==> src/sprc_pkg.sv <==
// package: register map, field layout and timing constants of the reset control
package sprc_pkg;

    // ------------------------------------------------------------------
    // register map
    // ------------------------------------------------------------------
    localparam int          ADDR_W        = 32;
    localparam int          DATA_W        = 32;
    localparam logic [31:0] RST_CTRL_ADDR = 32'hD0030018;
    localparam logic [31:0] RST_CTRL_INIT = 32'h00000000;

    // ------------------------------------------------------------------
    // field layout
    // ------------------------------------------------------------------
    localparam int          CHIP_BIT      = 31;
    localparam int          EBI_BIT       = 20;
    localparam logic [31:0] PULSE_MASK    = 32'h80100000;
    localparam logic [31:0] LEVEL_MASK    = 32'h7FEFFFFF;
    localparam int          NUM_PERIPH    = 30;

    // ------------------------------------------------------------------
    // timing
    // ------------------------------------------------------------------
    localparam int          CLK_PERIOD_NS = 40;
    localparam int          PULSE_NS      = 640;
    localparam int          PULSE_CYCLES  =
        (PULSE_NS + CLK_PERIOD_NS - 1) / CLK_PERIOD_NS;

    // ------------------------------------------------------------------
    // types
    // ------------------------------------------------------------------
    typedef struct packed {
        logic              wr;
        logic              rd;
        logic [ADDR_W-1:0] addr;
        logic [DATA_W-1:0] wdata;
    } sprc_req_t;

    typedef enum logic [0:0] {
        SPRC_IDLE  = 1'b0,
        SPRC_PULSE = 1'b1
    } sprc_state_t;

endpackage

==> src/sprc_pulse.sv <==
// module: fixed-length reset pulse generator
`timescale 1ns/1ps
`default_nettype none

module sprc_pulse #(
    parameter int LEN = 16
) (
    input  wire logic clk_in,
    input  wire logic rst_in,
    input  wire logic fire_in,
    output var  logic pulse_out
);

    localparam int CW = $clog2(LEN + 1);

    if (LEN < 1) begin : g_len_check
        $error("pulse length must be at least one cycle");
    end

    sprc_pkg::sprc_state_t state;
    sprc_pkg::sprc_state_t next_state;
    logic [CW-1:0]         count;
    logic [CW-1:0]         next_count;

    // a fire during a pulse restarts the full length
    always_comb begin
        next_state = state;
        next_count = count;
        case (state)
            sprc_pkg::SPRC_IDLE: begin
                if (fire_in) begin
                    next_state = sprc_pkg::SPRC_PULSE;
                    next_count = CW'(LEN - 1);
                end
            end
            sprc_pkg::SPRC_PULSE: begin
                if (fire_in) begin
                    next_count = CW'(LEN - 1);
                end else if (count == '0) begin
                    next_state = sprc_pkg::SPRC_IDLE;
                end else begin
                    next_count = count - 1'b1;
                end
            end
            default: begin
                next_state = sprc_pkg::SPRC_IDLE;
                next_count = '0;
            end
        endcase
    end

    always_ff @(posedge clk_in or posedge rst_in) begin
        if (rst_in) begin
            state <= sprc_pkg::SPRC_IDLE;
            count <= '0;
        end else begin
            state <= next_state;
            count <= next_count;
        end
    end

    assign pulse_out = (state == sprc_pkg::SPRC_PULSE);

endmodule

`default_nettype wire

==> src/sprc_top.sv <==
// module: software peripheral reset control register and reset outputs
//
// Design decision made here: the address-and-strobe port.
`timescale 1ns/1ps
`default_nettype none

// Summary of operation
// - writing one to bit 31 pulses the global chip reset
// - bits 31 and 20 self-clear and always read back zero
// - writing one to bit 20 pulses only the external bus interface reset
// - bits 30..21 and 19..0 hold their peripheral in reset until cleared
// - software sets and clears peripheral resets; chip and bus block pulsed
// - one write may reset any combination of peripherals at once
module sprc_top #(
    parameter int PULSE_LEN = sprc_pkg::PULSE_CYCLES
) (
    // clock and reset
    input  wire logic        REF_CLK_IN,
    input  wire logic        RESET_IN,
    // register port
    input  wire logic [31:0] ADDR_IN,
    input  wire logic [31:0] WDATA_IN,
    input  wire logic        WR_IN,
    input  wire logic        RD_IN,
    output var  logic [31:0] RDATA_OUT,
    // reset outputs
    output var  logic [29:0] PERIPH_RST_OUT,
    output var  logic        EBI_RST_OUT,
    output var  logic        CHIP_RST_OUT
);

    // refuse a pulse length the counters cannot serve
    if (PULSE_LEN < 1) begin : g_len_check
        $error("PULSE_LEN must be at least one");
    end

    // ------------------------------------------------------------------
    // request decode
    // ------------------------------------------------------------------
    sprc_pkg::sprc_req_t req;
    logic                hit;
    logic                wr_hit;

    assign req.wr    = WR_IN;
    assign req.rd    = RD_IN;
    assign req.addr  = ADDR_IN;
    assign req.wdata = WDATA_IN;
    assign hit       = (req.addr == sprc_pkg::RST_CTRL_ADDR);
    assign wr_hit    = req.wr && hit;

    // ------------------------------------------------------------------
    // level reset bits
    // ------------------------------------------------------------------
    logic [31:0] ctrl;
    logic [31:0] next_ctrl;
    logic [31:0] next_rdata;

    always_comb begin
        next_ctrl = ctrl;
        if (wr_hit) begin
            next_ctrl = req.wdata & sprc_pkg::LEVEL_MASK;
        end
        next_rdata = '0;
        if (req.rd && hit) begin
            next_rdata = ctrl & sprc_pkg::LEVEL_MASK;
        end
    end

    always_ff @(posedge REF_CLK_IN or posedge RESET_IN) begin
        if (RESET_IN) begin
            ctrl      <= sprc_pkg::RST_CTRL_INIT;
            RDATA_OUT <= '0;
        end else begin
            ctrl      <= next_ctrl;
            RDATA_OUT <= next_rdata;
        end
    end

    // ------------------------------------------------------------------
    // reset outputs, registered
    // ------------------------------------------------------------------
    logic [29:0] next_periph;
    logic        ebi_pulse;
    logic        chip_pulse;

    always_comb begin
        next_periph = {ctrl[30:21], ctrl[19:0]};
    end

    always_ff @(posedge REF_CLK_IN or posedge RESET_IN) begin
        if (RESET_IN) begin
            PERIPH_RST_OUT <= '0;
            EBI_RST_OUT    <= 1'b0;
            CHIP_RST_OUT   <= 1'b0;
        end else begin
            PERIPH_RST_OUT <= next_periph;
            EBI_RST_OUT    <= ebi_pulse;
            CHIP_RST_OUT   <= chip_pulse;
        end
    end

    // ------------------------------------------------------------------
    // pulse generators
    // ------------------------------------------------------------------
    sprc_pulse #(
        .LEN       (PULSE_LEN)
    ) u_ebi (
        .clk_in    (REF_CLK_IN),
        .rst_in    (RESET_IN),
        .fire_in   (wr_hit && req.wdata[sprc_pkg::EBI_BIT]),
        .pulse_out (ebi_pulse)
    );

    sprc_pulse #(
        .LEN       (PULSE_LEN)
    ) u_chip (
        .clk_in    (REF_CLK_IN),
        .rst_in    (RESET_IN),
        .fire_in   (wr_hit && req.wdata[sprc_pkg::CHIP_BIT]),
        .pulse_out (chip_pulse)
    );

endmodule

`default_nettype wire

==> config.mk <==
export PLATFORM = sky130hd
export DESIGN_NAME = sprc_top
export DESIGN_NICKNAME = d
export VERILOG_FILES = /design/src/sprc_pkg.sv /design/src/sprc_pulse.sv /design/src/sprc_top.sv
export SDC_FILE = /design/constraint.sdc
export NUM_CORES = 1
export LEC_CHECK = 0
export BUFFER_PORTS_ARGS = -buffer_cell sky130_fd_sc_hd__buf_4
export CAP_MARGIN = 15
export CORE_MARGIN = 5
export CORE_UTILIZATION = 40
export DETAILED_ROUTE_END_ITERATION = 8
export PLACE_DENSITY = 0.67
export SYNTH_ARGS = -nofsm -noshare
export SYNTH_HDL_FRONTEND = slang
export SYNTH_HIERARCHICAL = 1
export SYNTH_SLANG_ARGS = --single-unit
==> constraint.sdc <==
create_clock -name REF_CLK_IN -period 4.31 [get_ports REF_CLK_IN]
set_input_delay 0.862 -clock REF_CLK_IN [delete_from_list [all_inputs] [get_ports REF_CLK_IN]]
set_output_delay 0.862 -clock REF_CLK_IN [all_outputs]
set_load 0.01 [all_outputs]
After elaboration in Yosys (flattened, before gate mapping)
Cells that the tools add are included.

Add/sub/neg operators: 2. Eq/ne operators: 5. Mux-type cells: 17. Bitwise logic cells: 2. Reductions and logical operators: 8.

Operators by type and width (number): equality test 32 bit (second input constant) (1); 2-to-1 mux 31 bit (1); 2-to-1 mux 5 bit (6); case mux 5 bit (2 select lines) (2); logical NOT 5 bit (2); subtractor 5 x 1 -> 5 bit (second input constant) (2); 2-to-1 mux 1 bit (6); != test 3 x 2 -> 1 bit (second input constant) (2); logical AND 1 bit (4); != test 2 x 1 -> 1 bit (second input constant) (2); case mux 1 bit (2 select lines) (2); AND reduction 2 bit (2); inverter 1 bit (2).

Flip-flop bits (word level): 105. Input port bits: 68. Output and inout port bits: 64. Logic and storage cells: 43.

Depth between registers and ports, before layout
Gate-level depths: netlist of run 1.

Depth in word-level cells: 5. Depth in mapped cells: 7. Mapped depth without buffers: 6.

Hierarchy
The synthesis of run 1 kept the hierarchy.

By module, submodules not included: sprc_top (instances 1, cells each 178, area an instance 3012.9 um2, sequential area each 2302.2 um2); sprc_pulse (instances 2, cells each 28, area an instance 291.5 um2, sequential area each 150.1 um2).

Worst setup path before layout of run 1
OpenSTA, ideal clock, no wires.

Path type: in2reg. Start: in ADDR_IN[27]. End: reg u_chip.count[4]. Setup time: 0.126 ns. Arrival time: 2.191 ns. Required time: 4.184 ns. Slack: 1.993 ns. Stages on the path: 7. Path buffers: 1. Cell sequence: nor4b_1 nand4_1 nor3_4 buf_6 and2_1 inv_1 o311a_1.

Longest elaborated chain between the ends: 5. Elaborated cells on any way between the ends: 8. Those cells by class: 3 x eq/ne; 2 x mux; 3 x reduce/logical.

Ends and longest elaborated chain: from (decl) (line sprc_top.sv:21) `input wire logic [31:0] ADDR_IN,`; equality test 32 bit * (line sprc_top.sv:48) `assign hit = (req.addr == sprc_pkg::RST_CTRL_ADDR);`; logical AND 1 bit * (line sprc_top.sv:49) `assign wr_hit = req.wr && hit;`; logical AND 1 bit * (line sprc_top.sv:119) `.fire_in (wr_hit && req.wdata[sprc_pkg::CHIP_BIT]),`; 2-to-1 mux 5 bit, or another cell as far along (line sprc_pulse.sv:37) `if (fire_in) begin`; case mux 5 bit (2 select lines) or AND reduction 2 bit (tied branches); to (signal assigned) (line sprc_pulse.sv:58) `count <= next_count;`; to (decl) (line sprc_pulse.sv:22) `logic [CW-1:0] count;`.

Every way passes the cells marked *; elsewhere a longest branch is shown, timed or not. A chain may end at the register's enable or synchronous reset.

Worst setup path after layout of run 1
Start: in ADDR_IN[11]. End: reg ctrl[6].

Longest elaborated chain between the ends: 2.

Ends and longest elaborated chain: equality test 32 bit (line sprc_top.sv:48); logical AND 1 bit (line sprc_top.sv:49); to (signal assigned) (line sprc_top.sv:71) `ctrl <= sprc_pkg::RST_CTRL_INIT;`; to (signal assigned) (line sprc_top.sv:74) `ctrl <= next_ctrl;`; to (decl) (line sprc_top.sv:54) `logic [31:0] ctrl;`.

Every way passes these cells.

==> results of run 1 <==
-- layout by cell type, fill, tap and decap left out, types with 3 or more instances in the layout --
master	count
nand2b_1	4
buf_4	132
and2_1	32
mux2_2	28
inv_1	10
nand2_1	4
nor2_1	6
clkbuf_8	10
nor4b_1	6
dfrtp_1	104
nor4_1	3
mux2i_1	4
inv_6	4
-- worst max-delay path: stages --
cell and delay (ns):
buf_4 0.11, nor4b_1 0.48, nand4_1 0.28, nor3_4 0.57
buf_4 0.37, mux2_2 0.36
-- cell type report --
| cell class | instances | area [µm²] |
|---|---|---|
| sequential | 104 | 2600 |
| inverter | 11 | 43.8 |
| tap | 108 | 135 |
| clock buffer | 10 | 138 |
| fill | 742 | 3790 |
| multi-input combinational | 112 | 901 |
| clock inverter | 6 | 95.1 |
| timing repair buffer | 133 | 1020 |
-- routing by layer --
layer	GRT usage, %	vias up	part of all wire [%]
met5	0	-	0
met2	25.0	71	53
met3	4.81	7	6.9
met4	4.66	0	1.3
li1	-	1051	-
met1	17.1	1091	39
-- cell usage after synthesis (all sizes together), types with 2 or more instances --
master	instances	area share, %
nand4	2	0.35
nor2	6	0.63
ha	2	0.70
buf	5	1.4
dfrtp	104	72
inv	11	1.1
a21oi	2	0.28
nor2b	2	0.35
a211o	2	0.49
mux2	30	9.4
and2	32	5.6
nand2	4	0.42
o311a	2	0.56
nand2b	4	0.70
clkbuf	3	0.31
nor4	3	0.52
o21ai	2	0.28
mux2i	4	1.1
nor3	4	0.87
nor4b	6	1.5
or4b	2	0.77
-- per-stage QoR --
stage / util [%] / area [µm²] / setup slack, ns
after detailed placement: 53.6 / 4670 / 1.02
after global placement: 53.6 / 4670 / 1.13
after CTS: 56.3 / 4910 / 1.40
final: 56.6 / 4930 / 1.51
after global routing: 56.6 / 4930 / 1.32
after floorplan: - / 3600 / 1.06
-- sequential cells by signal, summed over array words and instances (netlist names) --
name              count
u_chip/pulse_out      1
u_ebi/count           5
u_ebi/pulse_out       1
RDATA_OUT            30
CHIP_RST_OUT          1
PERIPH_RST_OUT       30
ctrl                 30
u_chip/count          5
EBI_RST_OUT           1
-- final timing paths --
kind | startpoint | end | slack (ns)
hold / removal | ctrl[15] | PERIPH_RST_OUT[15] | 0.39
setup reg to reg | u_ebi/count[0] | u_ebi/count[0] | 2.71
hold reg to reg | ctrl[15] | PERIPH_RST_OUT[15] | 0.39
min in group asynchronous | RESET_IN | u_chip/count[1] | 0.44
setup / recovery | ADDR_IN[11] | ctrl[6] | 1.51
max in group asynchronous | RESET_IN | PERIPH_RST_OUT[0] | 3.23
-- power by group through the flow --
stage	logic [W]	registers, W	clock network [W]
floorplan	0.0000193	0.000994	0
global placement	0.0000699	0.000994	0
detailed placement	0.0000716	0.000994	0
CTS	0.0000717	0.000975	0.000708
global route	0.0000819	0.000975	0.000739
finish	0.0000725	0.000975	0.000686
-- cells by family (layout without fill, tap and decap cells) --
kind of cell / count (synthesis) / count (layout)
AND/OR/NAND/NOR: 66 / 66
other: 1 / 2
adder cells (fa/ha/maj): 2 / 2
flip-flops: 104 / 104
AO/OA/AOI/OAI: 8 / 8
buffers and inverters: 19 / 160
multiplexers: 34 / 34
==> impl_metrics.toml, run 1 <==
[die]
initial_core_util_pct = 41.2
die-area_um2 = 11000
die-width_um = 105
coreArea_um2 = 8720
fp.dieH_um = 105
ioPinCount = 132
rows = 34

[cells_and_area]
drive_above_1_share_pct = 48.4
antenna_cells = 0
syn2layout_area_growth_pct = 37.2
final_nets = 441
instances_no_fill = 484

[logic_synthesis]
synth_ff_type = "dfrtp_1"
ys_seq_area_share_pct = 72.4
synth_fa_ha_area_share_pct = 0.696
async_flop_share_pct = 100
synth_top_family_by_area = "simple AND/OR/NAND/NOR gates"
synthMuxAreaShare_pct = 10.5
synthSimpleGateAreaFrac_pct = 11.9
ys_warn_count = 6
syn-instance-count = 234
syn_avg_cell_area_um2 = 15.4
syn_area_um2 = 3600
synth_compound_area_share_pct = 1.60
ys_types = 26
synth_edf_count = 0
yosys.area_share.xor_xnor_pct = 0
ys_seq_elements = 104

[routing]
wl_mm = 7.67
first_pass_iters = 4
avgViaCountPerCell = 4.59
avgRoutedWirePerCell_um = 15.8
initialDrtViolationCount = 54
ant_nets = 0
drc_errors = 0
via_count = 2220

[cts]
clock_latency_ns = 0.35
cts.repair_timing.setup_buffer_count = 0
cts_buffers = 9
cts_tree = "yes"
cts-hold-fix-buffers = 0
clock_sinks = 104
path_clk_slew_ns = 0.10
cts.repair.resized = 0
cts_max_level = 3
cts-root-buf = "clkbuf_8"
clockBufferDepth = 2

[flow_run]
drv_cap = 0

[sta]
slew_headroom_pct = 42.9
hold_ws_ns = 0.390
post-route-period-util_pct = 64.9
slew_violations = 0
worst_pin_slew_ns = 0.852
clock.fmax_mhz = 358
rsz0062_at_grt = "false"
setup_tns_ns = 0
fin_skew_ns = 0.0104
hold_viol_final = 0
setup_violations = 0
min_period_ns = 2.80

[grt]
grt_pass1_vias = 2503
grt_first_pass_wirelength_mm = 12.7
grt_usage_pct = 14.5
grt_overflow_total = 0
grt_max_degree = 93
antenna_found_initial = 0

[power]
max-vdd-ir-drop_uv = 159
p_int_w = 0.00137
seq_power_share_pct = 56.2
switching_share_pct = 21.0
p_comb_share_pct = 4.2
pwr_density_cell_nw_per_um2 = 351
cellLeakagePower_nw = 2.72
clock_power_share_pct = 39.6
finalPower_w = 0.00173
switching_power_w = 0.000365

[worst_setup_path]
start_kind = "input pin"
path_class = "input pin to register"
reg2reg_depth = 5
crit_fanout = 17
required_ns = 4.55
critPathArrivalTime_ns = 3.03
cp-end-kind = "register"

[placed_design]
portBuffers = 129
place.gp.congestion = 0.710
dp_hpwl_mm = 5.62
place_inst = 467

[status]
outcome = "finished, final reports clean"

[worst_hold_path]
holdCritPathClass = "register to register"
min_path_cells = 0
Power figures use the tool's default switching activity.
==> run 2, diff against run 1 <==
PLACE_DENSITY = 0.69   (was 0.67)
clock period = 2.3 ns   (was 4.31 ns; I/O delays follow)
==> run 2 against run 1 <==
Against the previous run:
- worst setup slack got worse by 1.1 ns
- clock skew increased by 0.0010 ns
- core utilization decreased by 0.29 points
- worst hold slack got worse by 0.35 ns
- non-clock buffer count increased by 2
- first-iteration DRC count decreased by 15%
- critical path type unchanged
- critical endpoint is now u_ebi/count[4]
==> impl_metrics.toml, run 2 (synthesis results as in run 1) <==
[status]
outcome = "finished, final reports clean"

[cells_and_area]
antenna_cells = 0
final_nets = 443
syn2layout_area_growth_pct = 36.5
largest_registers = "PERIPH_RST_OUT x30, RDATA_OUT x30, ctrl x30"
final_common_cell = "buf_4"
drive_above_1_share_pct = 48.7
fin_area_um2 = 4910
fillers = 724
final_cell_mix = "133 x buf_4, 104 x dfrtp_1, 32 x and2_1"

[worst_setup_path]
reg2reg_from = "u_chip/count[0]"
cp_slowest_cell = "nor4b_1"
cp_top_family = "simple AND/OR/NAND/NOR gates"
crit_fanout = 20
cp-end-kind = "register"
required_ns = 2.55
slowest_delay_ns = 0.31
critPathArrivalTime_ns = 2.13
worstPathCellList = "buf_4 -> nor4b_1 -> nand4_1 -> nor3_4 -> buf_12 -> and2_1 -> inv_1 -> o311a_1"
critical_path_buf_inv_count = 3
start_kind = "input pin"
path_class = "input pin to register"
ff2ff_setup_slack_ns = 0.70
regToRegEndpoint = "u_chip/count[1]"
reg2reg_depth = 5

[power]
pwr_density_cell_nw_per_um2 = 615
seq_power_share_pct = 60.5
switching_power_w = 0.000699
clock_power_share_pct = 35.1
p_int_w = 0.00232
max-vdd-ir-drop_uv = 345
switching_share_pct = 23.2
cellLeakagePower_nw = 2.70
p_comb_share_pct = 4.4

[sta]
slew_headroom_pct = 52.6
worst_slack_ns = 0.413
min_period_ns = 1.89
slew_violations = 0
rsz0062_at_grt = "false"
worst_pin_slew_ns = 0.711
fin_skew_ns = 0.0114
post-route-period-util_pct = 82.0
clock.fmax_mhz = 530
setup_violations = 0
hold_viol_final = 0

[routing]
ant_nets = 0
first_pass_iters = 4
wl_mm = 7.40
via_count = 2270
avgRoutedWirePerCell_um = 15.2
initialDrtViolationCount = 46
drc_errors = 0
avgViaCountPerCell = 4.67

[die]
initial_core_util_pct = 41.2
fp.dieH_um = 105
ioPinCount = 132
rows = 34
die-area_um2 = 11000
die-width_um = 105
coreArea_um2 = 8720

[flow_run]
drv_cap = 0

[placed_design]
placed_cell_area_um2 = 4720
dp_hpwl_mm = 5.53
place_worst_setup_slack_ns = -0.0238
place.gp.congestion = 0.754
portBuffers = 129

[grt]
grt_pass1_vias = 2430
grt_usage_pct = 13.7
grt_overflow_total = 0
grt_first_pass_wirelength_mm = 12.2
grt_max_degree = 57
antenna_found_initial = 0

[cts]
cts-hold-fix-buffers = 0
cts.repair.resized = 0
path_clk_slew_ns = 0.10
cts_buffers = 9
clockBufferDepth = 2
cts.repair_timing.setup_buffer_count = 0
clock_latency_ns = 0.35
cts_tree = "yes"
cts-root-buf = "clkbuf_8"
clock_sinks = 104
cts_max_level = 3

[worst_hold_path]
holdCritPathClass = "input pin to asynchronous set/reset pin"
==> run 2: through the flow <==
| step | hold WS [ns] | std cells | total power [W] | util, % | setup TNS, ns |
|---|---|---|---|---|---|
| finish | 0.0374 | 486 | 0.00302 | 56.3 | 0 |
| global route | 0.0337 | 486 | 0.00315 | 56.3 | 0 |
| CTS | 0.0252 | 486 | 0.00306 | 56.3 | 0 |
| detailed placement | 0.378 | 470 | 0.00200 | 54.1 | -0.0238 |
| global placement | 0.367 | 470 | 0.00200 | 54.1 | 0 |
| floorplan | 0.251 | 235 | 0.00190 | - | 0 |
==> run 2: metal layers <==
layer / vias up / wire length [µm] / global-route usage (%)
li1: 1053 / - / -
met4: 0 / 128 / 5.48
met5: - / 0 / 0
met1: 1106 / 2900 / 16.5
met2: 97 / 3790 / 23.3
met3: 14 / 572 / 3.82
==> run 2: cell type report <==
class	count	area (µm²)	area share, %
Multi-Input combinational cell	112	901	18.4
Sequential cell	104	2600	53.0
Inverter	11	45.0	0.918
Timing Repair Buffer	135	1040	21.2
Clock inverter	7	62.6	1.27
Clock buffer	9	124	2.52
Tap cell	108	135	2.75
==> run 2: power by group through the flow <==
stage / combinational (W) / sequential (W) / clock (W)
2_1_floorplan: 0.0000365 / 0.00186 / 0
5_1_grt: 0.000150 / 0.00183 / 0.00117
3_5_place_dp: 0.000136 / 0.00186 / 0
6_report: 0.000132 / 0.00183 / 0.00106
4_1_cts: 0.000136 / 0.00183 / 0.00110
3_3_place_gp: 0.000134 / 0.00186 / 0
==> run 2: how the worst max path moves through the flow <==
stage                      startpoint              end  cells after the start
after floorplan           ADDR_IN[27]  u_chip/count[4]                      7
after global placement     ADDR_IN[7]   u_ebi/count[4]                      8
after detailed placement  ADDR_IN[27]   u_ebi/count[4]                      8
after CTS                 ADDR_IN[27]   u_ebi/count[4]                      8
after global routing      ADDR_IN[27]   u_ebi/count[4]                      8
final                      ADDR_IN[7]   u_ebi/count[4]                      8
